$ cat src/rx_flow_sel_regs.vh
// Register map, field layout and size constants for the receive flow queue selector.
`ifndef RX_FLOW_SEL_REGS_VH
`define RX_FLOW_SEL_REGS_VH

// ****************************************************************
// Flow table geometry
// ****************************************************************
`define NUM_FLOWS           8
`define FLOW_IDX_W          3
`define FLOW_STRIDE_SHIFT   5
`define ADDR_W              12
`define FLOW_LAST           3'h7

// ****************************************************************
// Register offsets within a flow (byte addresses)
// ****************************************************************
`define OFS_FIRST_SECOND    5'h0C
`define OFS_THIRD_FOURTH    5'h10
`define OFS_THRESH_LOW      5'h14
`define OFS_THRESH_HIGH     5'h18
`define OFS_SIZE3_SEL       5'h1C
`define OFS_THRESH_EN       5'h08

// ****************************************************************
// Field layout of the queue selection words
// ****************************************************************
`define SEL_MASK            32'h3FFF_3FFF
`define HI_MGR_MSB          29
`define HI_MGR_LSB          28
`define HI_Q_MSB            27
`define HI_Q_LSB            16
`define LO_MGR_MSB          13
`define LO_MGR_LSB          12
`define LO_Q_MSB            11
`define LO_Q_LSB            0
`define TH_HI_MSB           31
`define TH_HI_LSB           16
`define TH_LO_MSB           15
`define TH_LO_LSB           0
`define TH_EN_MASK          32'h0000_0007

// ****************************************************************
// Widths and reset values
// ****************************************************************
`define MGR_W               2
`define QNUM_W              12
`define SIZE_W              21
`define TH_SHIFT            5
`define REG_RESET           32'h0000_0000
`define BUF_IDX_W           2
`define BUF_FIRST           2'h0
`define BUF_SECOND          2'h1
`define BUF_THIRD           2'h2
`define BUF_LATER           2'h3

`endif

$ cat src/first_buf_picker.v
// Size-threshold selection of the first packet buffer queue.
`timescale 1ns/100ps
`default_nettype none
`include "rx_flow_sel_regs.vh"

module first_buf_picker (
  // Packet size and threshold enables
  input  wire [`SIZE_W-1:0]  i_pkt_size,
  input  wire [2:0]          i_th_en,
  input  wire [15:0]         i_size_limit_0,
  input  wire [15:0]         i_size_limit_1,
  input  wire [15:0]         i_size_limit_2,
  // Result: size index 0..3
  output reg  [1:0]          o_size_idx
);

  function le_limit;
    input [`SIZE_W-1:0] size;
    input [15:0]        lim;
    begin
      le_limit = ({{`TH_SHIFT{1'b0}}, size} <= {lim, {`TH_SHIFT{1'b0}}});
    end
  endfunction

  always @* begin
    o_size_idx = 2'h0;
    if (!i_th_en[0]) begin
      o_size_idx = 2'h0;
    end else if (le_limit(i_pkt_size, i_size_limit_0)) begin
      o_size_idx = 2'h0;
    end else if (!i_th_en[1]) begin
      o_size_idx = 2'h1;
    end else if (le_limit(i_pkt_size, i_size_limit_1)) begin
      o_size_idx = 2'h1;
    end else if (!i_th_en[2]) begin
      o_size_idx = 2'h2;
    end else if (le_limit(i_pkt_size, i_size_limit_2)) begin
      o_size_idx = 2'h2;
    end else begin
      o_size_idx = 2'h3;
    end
  end

endmodule // first_buf_picker
`default_nettype wire

$ cat src/rx_flow_free_queue_select.v
// Per-flow receive configuration words and free descriptor queue selection.
//
// Our own choice: strobed register access.
`timescale 1ns/100ps
`default_nettype none
`include "rx_flow_sel_regs.vh"

module rx_flow_free_queue_select #(
  parameter HAS_THRESH = 1
) (
  // Clock, reset, enable
  input  wire                   i_clk,
  input  wire                   i_resetn,
  input  wire                   i_ce,
  // Register port
  input  wire [`ADDR_W-1:0]     i_addr,
  input  wire [31:0]            i_wdata,
  input  wire                   i_wr,
  input  wire                   i_rd,
  output reg  [31:0]            o_rdata,
  // Allocation request
  input  wire                   i_req,
  input  wire [`FLOW_IDX_W-1:0] i_flow,
  input  wire [`BUF_IDX_W-1:0]  i_buf_idx,
  input  wire                   i_host_type,
  input  wire [`SIZE_W-1:0]     i_pkt_size,
  // Selected free descriptor queue
  output reg                    o_sel_valid,
  output reg  [`MGR_W-1:0]      o_sel_mgr,
  output reg  [`QNUM_W-1:0]     o_sel_queue
);

  // ****************************************************************
  // Per-flow storage
  // ****************************************************************
  reg [31:0] first_second_ff [0:`NUM_FLOWS-1];
  reg [31:0] third_fourth_ff [0:`NUM_FLOWS-1];
  reg [31:0] thresh_low_ff   [0:`NUM_FLOWS-1];
  reg [31:0] thresh_high_ff  [0:`NUM_FLOWS-1];
  reg [31:0] size3_sel_ff    [0:`NUM_FLOWS-1];
  reg [31:0] thresh_en_ff    [0:`NUM_FLOWS-1];

  wire [`FLOW_IDX_W-1:0] wr_flow = i_addr[`FLOW_STRIDE_SHIFT+`FLOW_IDX_W-1:`FLOW_STRIDE_SHIFT];
  wire [4:0]             wr_ofs  = i_addr[`FLOW_STRIDE_SHIFT-1:0];
  wire                   in_map  = (i_addr[`ADDR_W-1:`FLOW_STRIDE_SHIFT+`FLOW_IDX_W] == 4'h0);
  wire [31:0]            th_mask = (HAS_THRESH != 0) ? 32'hFFFF_FFFF : `REG_RESET;
  wire [31:0]            en_mask = (HAS_THRESH != 0) ? `TH_EN_MASK : `REG_RESET;

  integer k;

  // ****************************************************************
  // Register writes
  // ****************************************************************
  always @(posedge i_clk or negedge i_resetn) begin
    if (!i_resetn) begin
      for (k = 0; k < `NUM_FLOWS; k = k + 1) begin
        first_second_ff[k] <= `REG_RESET;
        third_fourth_ff[k] <= `REG_RESET;
        thresh_low_ff[k]   <= `REG_RESET;
        thresh_high_ff[k]  <= `REG_RESET;
        size3_sel_ff[k]    <= `REG_RESET;
        thresh_en_ff[k]    <= `REG_RESET;
      end
    end else if (i_ce && i_wr && in_map) begin
      case (wr_ofs)
        `OFS_FIRST_SECOND: first_second_ff[wr_flow] <= i_wdata & `SEL_MASK;
        `OFS_THIRD_FOURTH: third_fourth_ff[wr_flow] <= i_wdata & `SEL_MASK;
        `OFS_THRESH_LOW:   thresh_low_ff[wr_flow]   <= i_wdata & th_mask;
        `OFS_THRESH_HIGH:  thresh_high_ff[wr_flow]  <= i_wdata & th_mask & `SEL_MASK;
        `OFS_SIZE3_SEL:    size3_sel_ff[wr_flow]    <= i_wdata & th_mask & `SEL_MASK;
        `OFS_THRESH_EN:    thresh_en_ff[wr_flow]    <= i_wdata & en_mask;
        default: ;
      endcase
    end
  end

  // ****************************************************************
  // Register reads
  // ****************************************************************
  // Threshold and size-3 words are write-only; only the first/second and third/fourth selection words and the enable read back.
  always @(posedge i_clk or negedge i_resetn) begin
    if (!i_resetn) begin
      o_rdata <= `REG_RESET;
    end else if (i_ce) begin
      o_rdata <= `REG_RESET;
      if (i_rd && in_map) begin
        case (wr_ofs)
          `OFS_FIRST_SECOND: o_rdata <= first_second_ff[wr_flow];
          `OFS_THIRD_FOURTH: o_rdata <= third_fourth_ff[wr_flow];
          `OFS_THRESH_EN:    o_rdata <= thresh_en_ff[wr_flow];
          default:           o_rdata <= `REG_RESET;
        endcase
      end
    end
  end

  // ****************************************************************
  // Queue selection
  // ****************************************************************
  wire [31:0] w_d  = first_second_ff[i_flow];
  wire [31:0] w_e  = third_fourth_ff[i_flow];
  wire [31:0] w_f  = thresh_low_ff[i_flow];
  wire [31:0] w_g  = thresh_high_ff[i_flow];
  wire [31:0] w_h  = size3_sel_ff[i_flow];
  wire [1:0]  size_idx;

  first_buf_picker u_picker (
    .i_pkt_size     (i_pkt_size),
    .i_th_en        (thresh_en_ff[i_flow][2:0]),
    .i_size_limit_0 (w_f[`TH_HI_MSB:`TH_HI_LSB]),
    .i_size_limit_1 (w_f[`TH_LO_MSB:`TH_LO_LSB]),
    .i_size_limit_2 (w_g[`TH_HI_MSB:`TH_HI_LSB]),
    .o_size_idx     (size_idx)
  );

  reg [31:0] nxt_word;
  reg        nxt_high;

  always @* begin
    nxt_word = w_d;
    nxt_high = 1'b1;
    case (i_buf_idx)
      `BUF_FIRST: begin
        case (size_idx)
          2'h0: begin nxt_word = w_d; nxt_high = 1'b1; end
          2'h1: begin nxt_word = w_g; nxt_high = 1'b0; end
          2'h2: begin nxt_word = w_h; nxt_high = 1'b1; end
          default: begin nxt_word = w_h; nxt_high = 1'b0; end
        endcase
      end
      `BUF_SECOND: begin nxt_word = w_d; nxt_high = 1'b0; end
      `BUF_THIRD:  begin nxt_word = w_e; nxt_high = 1'b1; end
      default:     begin nxt_word = w_e; nxt_high = 1'b0; end
    endcase
    // Non-host packets take the size-0 first-buffer queue for every buffer after the first.
    if (!i_host_type && i_buf_idx != `BUF_FIRST) begin
      nxt_word = w_d;
      nxt_high = 1'b1;
    end
  end

  always @(posedge i_clk or negedge i_resetn) begin
    if (!i_resetn) begin
      o_sel_valid <= 1'b0;
      o_sel_mgr   <= 2'h0;
      o_sel_queue <= 12'h000;
    end else if (i_ce) begin
      o_sel_valid <= i_req;
      if (i_req) begin
        if (nxt_high) begin
          o_sel_mgr   <= nxt_word[`HI_MGR_MSB:`HI_MGR_LSB];
          o_sel_queue <= nxt_word[`HI_Q_MSB:`HI_Q_LSB];
        end else begin
          o_sel_mgr   <= nxt_word[`LO_MGR_MSB:`LO_MGR_LSB];
          o_sel_queue <= nxt_word[`LO_Q_MSB:`LO_Q_LSB];
        end
      end
    end
  end

endmodule // rx_flow_free_queue_select
`default_nettype wire

$ cat config.mk
export PLATFORM = sky130hd
export DESIGN_NAME = rx_flow_free_queue_select
export DESIGN_NICKNAME = d
export VERILOG_FILES = /design/src/first_buf_picker.v /design/src/rx_flow_free_queue_select.v
export VERILOG_INCLUDE_DIRS = /design/src
export SDC_FILE = /design/constraint.sdc
export NUM_CORES = 2
export LEC_CHECK = 0
export BUFFER_PORTS_ARGS = -buffer_cell sky130_fd_sc_hd__buf_2
export CELL_PAD_IN_SITES_DETAIL_PLACEMENT = 0
export CELL_PAD_IN_SITES_GLOBAL_PLACEMENT = 1
export CORE_UTILIZATION = 45
export CTS_BUF_LIST = sky130_fd_sc_hd__clkbuf_4 sky130_fd_sc_hd__clkbuf_8 sky130_fd_sc_hd__clkbuf_16
export CTS_CLUSTER_DIAMETER = 200
export CTS_CLUSTER_SIZE = 8
export DETAILED_ROUTE_END_ITERATION = 8
export PLACE_DENSITY = 0.69
export SLEW_MARGIN = 25
export SYNTH_ARGS = -nofsm -noshare
export SYNTH_HDL_FRONTEND = slang
export SYNTH_SLANG_ARGS = --single-unit
$ cat constraint.sdc
create_clock -name i_clk -period 4 [get_ports i_clk]
set_input_delay 0.2 -clock i_clk [delete_from_list [all_inputs] [get_ports i_clk]]
set_output_delay 0.2 -clock i_clk [all_outputs]
set_load 0.02 [all_outputs]
---- After elaboration in Yosys (flattened, before gate mapping) ----
Index checks and enable logic that the tools add are counted.
W data, S select, Z words.
word-level totals
  logic and storage cells ................. 139
  bits in registers ....................... 1,583
  output and inout bits ................... 47
  input bits .............................. 77
cells by class
  $lt $le $gt $ge ......................... 6
  reductions and logical operators ........ 18
  bitwise logic cells ..................... 2
  eq/ne operators ......................... 10
  muxes and demuxes ....................... 51
operators by type and width
  kind                  number
  $bwmux W256           6
  $bmux W32 S3          9
  $mux W32              12
  $mux W30              7
  $pmux W30 S2          2
  $demux W32 S3         1
  $pmux W32 S3          1
  $le A21 B21 Y1        3
  $eq A5 B5 Y1 const B  4
  $reduce_and A2 Y1     7
  $mux W12              1
  $mux W2               6
  $eq A5 B4 Y1 const B  2
  $ge A4 B4 Y1 const B  2
  $not A3 Y4            2
  $mux W3               2
  $logic_and A1 B1 Y1   5
  $eq A2 B1 Y1 const B  2
  $eq A2 B2 Y1 const B  2
  $logic_not A2 Y1      2
  $logic_not A4 Y1      1
  $lt A4 B1 Y1 const B  1
  $mux W1               3
  $pmux W1 S2           1
  3 further kinds       3

---- Logic depth before layout (Yosys ltp) ----
  depth after elaboration ................. 17
  depth in mapped cells ................... 20
  mapped depth without buffers ............ 11

---- Modules after synthesis ----
From an unflattened synthesis, not the netlist that was laid out.
second synthesis, totals
  cells, all modules ...................... 3,990
  area, all modules ....................... 58,899.0 um^2
by module, submodules not included
  module                     instances  sequential area each (um^2)  cells an instance  area an instance (um^2)
  rx_flow_free_queue_select  1          30,504.3                     3,819              57,646.5
  first_buf_picker           1          0.0                          171                1,252.5

---- Least setup slack after synthesis ----
No wires, ideal clock.
  kind .................................... input -> register
  start ................................... in i_flow[0]
  end ..................................... reg o_sel_mgr[1]
  arrival ................................. 4.508 ns
  data required time ...................... 3.862 ns
  path buffers ............................ 8
  library setup time ...................... 0.138 ns
  path slack .............................. -0.645 ns
  stages on the path ...................... 18
  path through ............................ buf_4 buf_4 buf_4 buf_2 buf_4 buf_2 mux4_2 mux2i_1 ha_1 a21oi_1 o21ai_0 a221o_1 o31ai_2 clkbuf_1 clkbuf_1 a211oi_1 o31ai_1 o211ai_1
between the ends
  word-level cells in the longest chain between the ends .. 17
  elaborated cells between the ends (all ways) .. 39
  classes of those cells .................. order compare (3); eq/ne (2); mux (31); bitwise (1); reduce/logical (2)
ends and longest elaborated chain
  element                                           line                             source
  start, declared                                   rx_flow_free_queue_select.v:23   input wire [`FLOW_IDX_W-1:0] i_flow,
  $not A3 Y4 (implied by the code) (*)              -
  $bmux W32 S3                                      rx_flow_free_queue_select.v:103  wire [31:0] w_g = thresh_high_ff[i_flow];
  $mux W32 (implied by the code) (2 in a row)       rx_flow_free_queue_select.v:103
  $le A21 B21 Y1                                    first_buf_picker.v:21            le_limit = ({{`TH_SHIFT{1'b0}}, size} <= {lim, {`TH_SHIFT{1'b0}}});
  $mux W1                                           first_buf_picker.v:37            end else if (le_limit(i_pkt_size, i_size_limit_2)) begin
  $mux W2                                           first_buf_picker.v:35            end else if (!i_th_en[2]) begin
  $mux W2                                           first_buf_picker.v:33            end else if (le_limit(i_pkt_size, i_size_limit_1)) begin
  $mux W2                                           first_buf_picker.v:31            end else if (!i_th_en[1]) begin
  $mux W2                                           first_buf_picker.v:29            end else if (le_limit(i_pkt_size, i_size_limit_0)) begin
  $mux W2                                           first_buf_picker.v:27            if (!i_th_en[0]) begin
  $eq A2 B2 Y1 or $logic_not A2 Y1 (tied branches)  rx_flow_free_queue_select.v:124  case (size_idx)
  $reduce_or A2 Y1 (no line)                        -
  $mux W1                                           rx_flow_free_queue_select.v:124
  $pmux W1 S2                                       rx_flow_free_queue_select.v:122  case (i_buf_idx)
  $mux W1                                           rx_flow_free_queue_select.v:136  if (!i_host_type && i_buf_idx != `BUF_FIRST) begin
  $mux W2 (*)                                       rx_flow_free_queue_select.v:150  if (nxt_high) begin
  end signal, assigned                              rx_flow_free_queue_select.v:151  o_sel_mgr <= nxt_word[`HI_MGR_MSB:`HI_MGR_LSB];
  end signal, assigned                              rx_flow_free_queue_select.v:154  o_sel_mgr <= nxt_word[`LO_MGR_MSB:`LO_MGR_LSB];
  end, declared                                     rx_flow_free_queue_select.v:29   output reg [`MGR_W-1:0] o_sel_mgr,
Every way passes the cells marked *; elsewhere a longest branch is shown, timed or not. The select of a mux whose other input is x is not followed.
A chain may end at the register's enable or synchronous reset.

---- Worst setup path in the final report ----
  start ................................... reg thresh_low_ff[43] in the netlist's numbering
  end ..................................... reg o_sel_queue[9]
between the ends
  word-level cells in the longest chain between the ends .. 14
  elaborated cells between the ends (all ways) .. 19
  classes of those cells .................. order compare (1); eq/ne (2); mux (14); reduce/logical (2)
ends and longest elaborated chain
  element                                           line                             source
  start, declared                                   rx_flow_free_queue_select.v:38   reg [31:0] thresh_low_ff [0:`NUM_FLOWS-1];
  start signal, assigned by index                   rx_flow_free_queue_select.v:59   thresh_low_ff[k] <= `REG_RESET;
  start signal, assigned by index                   rx_flow_free_queue_select.v:68   `OFS_THRESH_LOW: thresh_low_ff[wr_flow] <= i_wdata & th_mask;
  $bmux W32 S3 (*)                                  rx_flow_free_queue_select.v:102  wire [31:0] w_f = thresh_low_ff[i_flow];
  $mux W32 (implied by the code) (*) (2 in a row)   rx_flow_free_queue_select.v:102
  $le A21 B21 Y1 (*)                                first_buf_picker.v:21
  $mux W2 (*)                                       first_buf_picker.v:33
  $mux W2 (*)                                       first_buf_picker.v:31
  $mux W2 (*)                                       first_buf_picker.v:29
  $mux W2 (*)                                       first_buf_picker.v:27
  $eq A2 B2 Y1 or $logic_not A2 Y1 (tied branches)  rx_flow_free_queue_select.v:124
  $reduce_or A2 Y1 (no line)                        -
  $mux W1                                           rx_flow_free_queue_select.v:124
  $pmux W1 S2                                       rx_flow_free_queue_select.v:122
  $mux W1                                           rx_flow_free_queue_select.v:136
  $mux W12 (*)                                      rx_flow_free_queue_select.v:150
  end signal, assigned                              rx_flow_free_queue_select.v:152  o_sel_queue <= nxt_word[`HI_Q_MSB:`HI_Q_LSB];
  end signal, assigned                              rx_flow_free_queue_select.v:155  o_sel_queue <= nxt_word[`LO_Q_MSB:`LO_Q_LSB];
  end, declared                                     rx_flow_free_queue_select.v:30   output reg [`QNUM_W-1:0] o_sel_queue
Marks and branches as above.

==> impl_metrics.ini <==
[timing]
finClkSkew_ns = 0.0366
max_freq_mhz = 271
setup_viol = 0
hold_viol_final = 0
worst_slew_pin_slew_ns = 1.07
fin_crit_sh_pct = 92.3
rsz0062_at_grt = no
slew_headroom_pct = 28.6
min_period_ns = 3.69
slew_violations = 0
worst_hold_slack_ns = 0.0799

[power_and_ir_drop]
power_density_nw_per_um2 = 400
cellLeakagePower_nw = 31.1
irDropWorstVdd_v = 0.000528
p_total_mw = 26.7

[synthesis]
synth.distinct_cells = 60
async_reset_ff_share_pct = 100
ys.flop_type = dfrtp_1
synth_seq_area_share_pct = 52.0
yosys_warnings = 0
syn_inst = 3978
ys_ff_latch = 1219
syn_area_per_cell_sq_um = 14.8
synth_edf_count = 0
syn_area_sq_um = 58700

[clock_tree]
clk_pin_slew_ns = 0.05
cts_tree = done
htreeDepth = 4
cts.sinks = 1219
ctsResizeCount = 0
clockBufferDepth = 3
cts_root_buf = clkbuf_16
numCtsBuffers = 170
clkLatencyLatePin_ns = 0.80

[setup_path]
arrival_ns = 4.37
cp_data_required_time_ns = 4.68
cp_max_fo = 16
crit_chain = mux4_2, mux2i_1, ha_1, buf_4, a21oi_1, a21oi_1, buf_4, o31ai_4, buf_4, a211oi_1, a21oi_1, a21oi_1, o311ai_0
crit_slowest_cell = mux4_2
critical_path.endpoint_type = register
worst_path_most_repeated_cell = a21oi_1
startpoint_type = register
slowest_delay_ns = 0.45
crit_type = register to register

[routing]
wl_microns = 174000
drtIter0Drc = 2903
wl_per_cell_microns = 29.7
vias = 36640
antenna_left = 0
first_pass_iters = 7
viasPerCell = 6.27
drc_errors = 0

[floorplan]
initial_core_util_pct = 45.3
top_level_ports = 124
dieArea_sq_um = 132000
placementRows = 132
fp.dieH_microns = 363
die_w_microns = 363
core_area_sq_um = 129000

[grt]
grt_max_degree = 143
grt_pass1_vias = 37950
antenna_found_initial = 6
grt_pass1_wl_microns = 262000
grt_usage_pct = 26.8
grt-ovfl-total = 0

[place]
gp_congestion = 0.888
place_hpwl_microns = 107000
place_area_sq_um = 62100
io_buffer_count = 119

[min_path]
min_path_type = primary input to register

[layout]
syn_to_final_growth_pct = 13.8
nets = 4208
layout_commonest_cell = dfrtp_1
fin_area_sq_um = 66800
drive_gt1_share_pct = 49.8
post-route-util_pct = 51.6
layout_common_cells = dfrtp_1 (1,219), mux2_2 (1,192), mux4_2 (297), clkbuf_16 (170), a22oi_1 (168)

[run]
drv_cap = 0

[outcome]
status = finished clean
report_power, final:
group          internal, mW  total, mW  switching [mW]  leakage [nW]
combinational         0.373       1.38            1.01          11.9
sequential             12.4       12.5          0.0658          17.0
clock                  7.51       12.8            5.34          2.22
total                  20.3       26.7            6.41          31.1
routing by layer:
layer / vias up / GRT usage [%] / share of wire, %
met3: 302 / 5.31 / 6.3
met2: 1162 / 40.9 / 46
met5: - / 0 / 0.014
li1: 15275 / - / -
met4: 4 / 8.95 / 3.0
met1: 19897 / 38.5 / 45
final timing paths:
check / from / endpoint / slack, ns / cells after the start
max in group asynchronous: i_resetn / size3_sel_ff[37] / 2.31 / 4
worst min register to register: size3_sel_ff[51] / size3_sel_ff[51] / 0.48 / 1
min in group asynchronous: i_resetn / thresh_low_ff[236] / 0.48 / 3
worst max register to register: thresh_low_ff[43] / o_sel_queue[9] / 0.31 / 13
worst min-delay path: i_req / o_sel_queue[5] / 0.08 / 4
worst max-delay path: thresh_low_ff[43] / o_sel_queue[9] / 0.31 / 13
critical path: cells and delay by family (launching register included):
kind	cells	cell delay [ns]
AO/OA/AOI/OAI	7	1.68
multiplexers	2	0.66
buffers and inverters	3	0.58
flip-flops	1	0.38
adder cells (fa/ha/maj)	1	0.28
area by class of cell:
type,count,area (sq um)
Antenna cell,2,5.00
Clock buffer,170,4250
Clock inverter,16,303
Fill cell,10977,62700
Inverter,32,120
Multi-Input combinational cell,2352,26700
Sequential cell,1219,30500
Tap cell,1742,2180
Timing Repair Buffer,310,2690
what timing repair did:
action | in CTS | in global routing
buffers inserted | 0 | 1
hold endpoints to repair | 646 | 0
hold buffers | 9 | 0
endpoints found under the setup margin | 0 | 3
synth_stat cells (13+ instances only):
library cell | number | area (sq um)
dfrtp_1 | 1219 | 30500
mux2_2 | 1192 | 13400
mux4_2 | 297 | 6690
clkbuf_1 | 210 | 788
a22oi_1 | 168 | 1260
buf_2 | 123 | 616
mux2i_1 | 98 | 981
a21oi_1 | 60 | 300
nor2_1 | 57 | 214
ha_1 | 46 | 576
nand2_1 | 45 | 169
o22ai_1 | 37 | 231
a221oi_1 | 35 | 307
a22o_1 | 34 | 298
inv_1 | 32 | 120
nand4_1 | 30 | 188
o21ai_0 | 30 | 150
a211oi_1 | 29 | 218
a31oi_1 | 28 | 175
buf_1 | 27 | 101
nand3_1 | 20 | 100
nor2b_1 | 20 | 125
buf_4 | 15 | 113
nor3_1 | 13 | 65.1
o211ai_1 | 13 | 97.6
per-stage QoR:
| step | TNS, ns | cells | setup WS (ns) |
|---|---|---|---|
| final | 0 | 5843 | 0.310 |
| after global routing | 0 | 5842 | 0.106 |
| after CTS | 0 | 5840 | 0.223 |
| after detailed placement | -0.686 | 5645 | -0.215 |
| after global placement | -0.591 | 5645 | -0.220 |
| after floorplan | 0 | 3981 | 0.00268 |
cells by family (layout without fill, tap and decap cells):
logic type,Yosys count,after routing,share of synthesized area [%]
fa+ha+maj,46,46,0.980
flops,1219,1219,52.0
mux,1597,1597,36.2
buf+inv,410,528,3.02
simple gates,238,238,2.15
compound gates,467,467,5.70
other cells,1,6,0.00639
flip-flops by register name, indices dropped and copies added, names as in the netlist:
signal and count:
o_sel_valid 1, o_sel_mgr 2, size3_sel_ff 224, third_fourth_ff 224
first_second_ff 224, thresh_high_ff 224, thresh_low_ff 256, o_rdata 28
o_sel_queue 12, thresh_en_ff 24
Note: power is estimated with default switching activity, not from simulation.
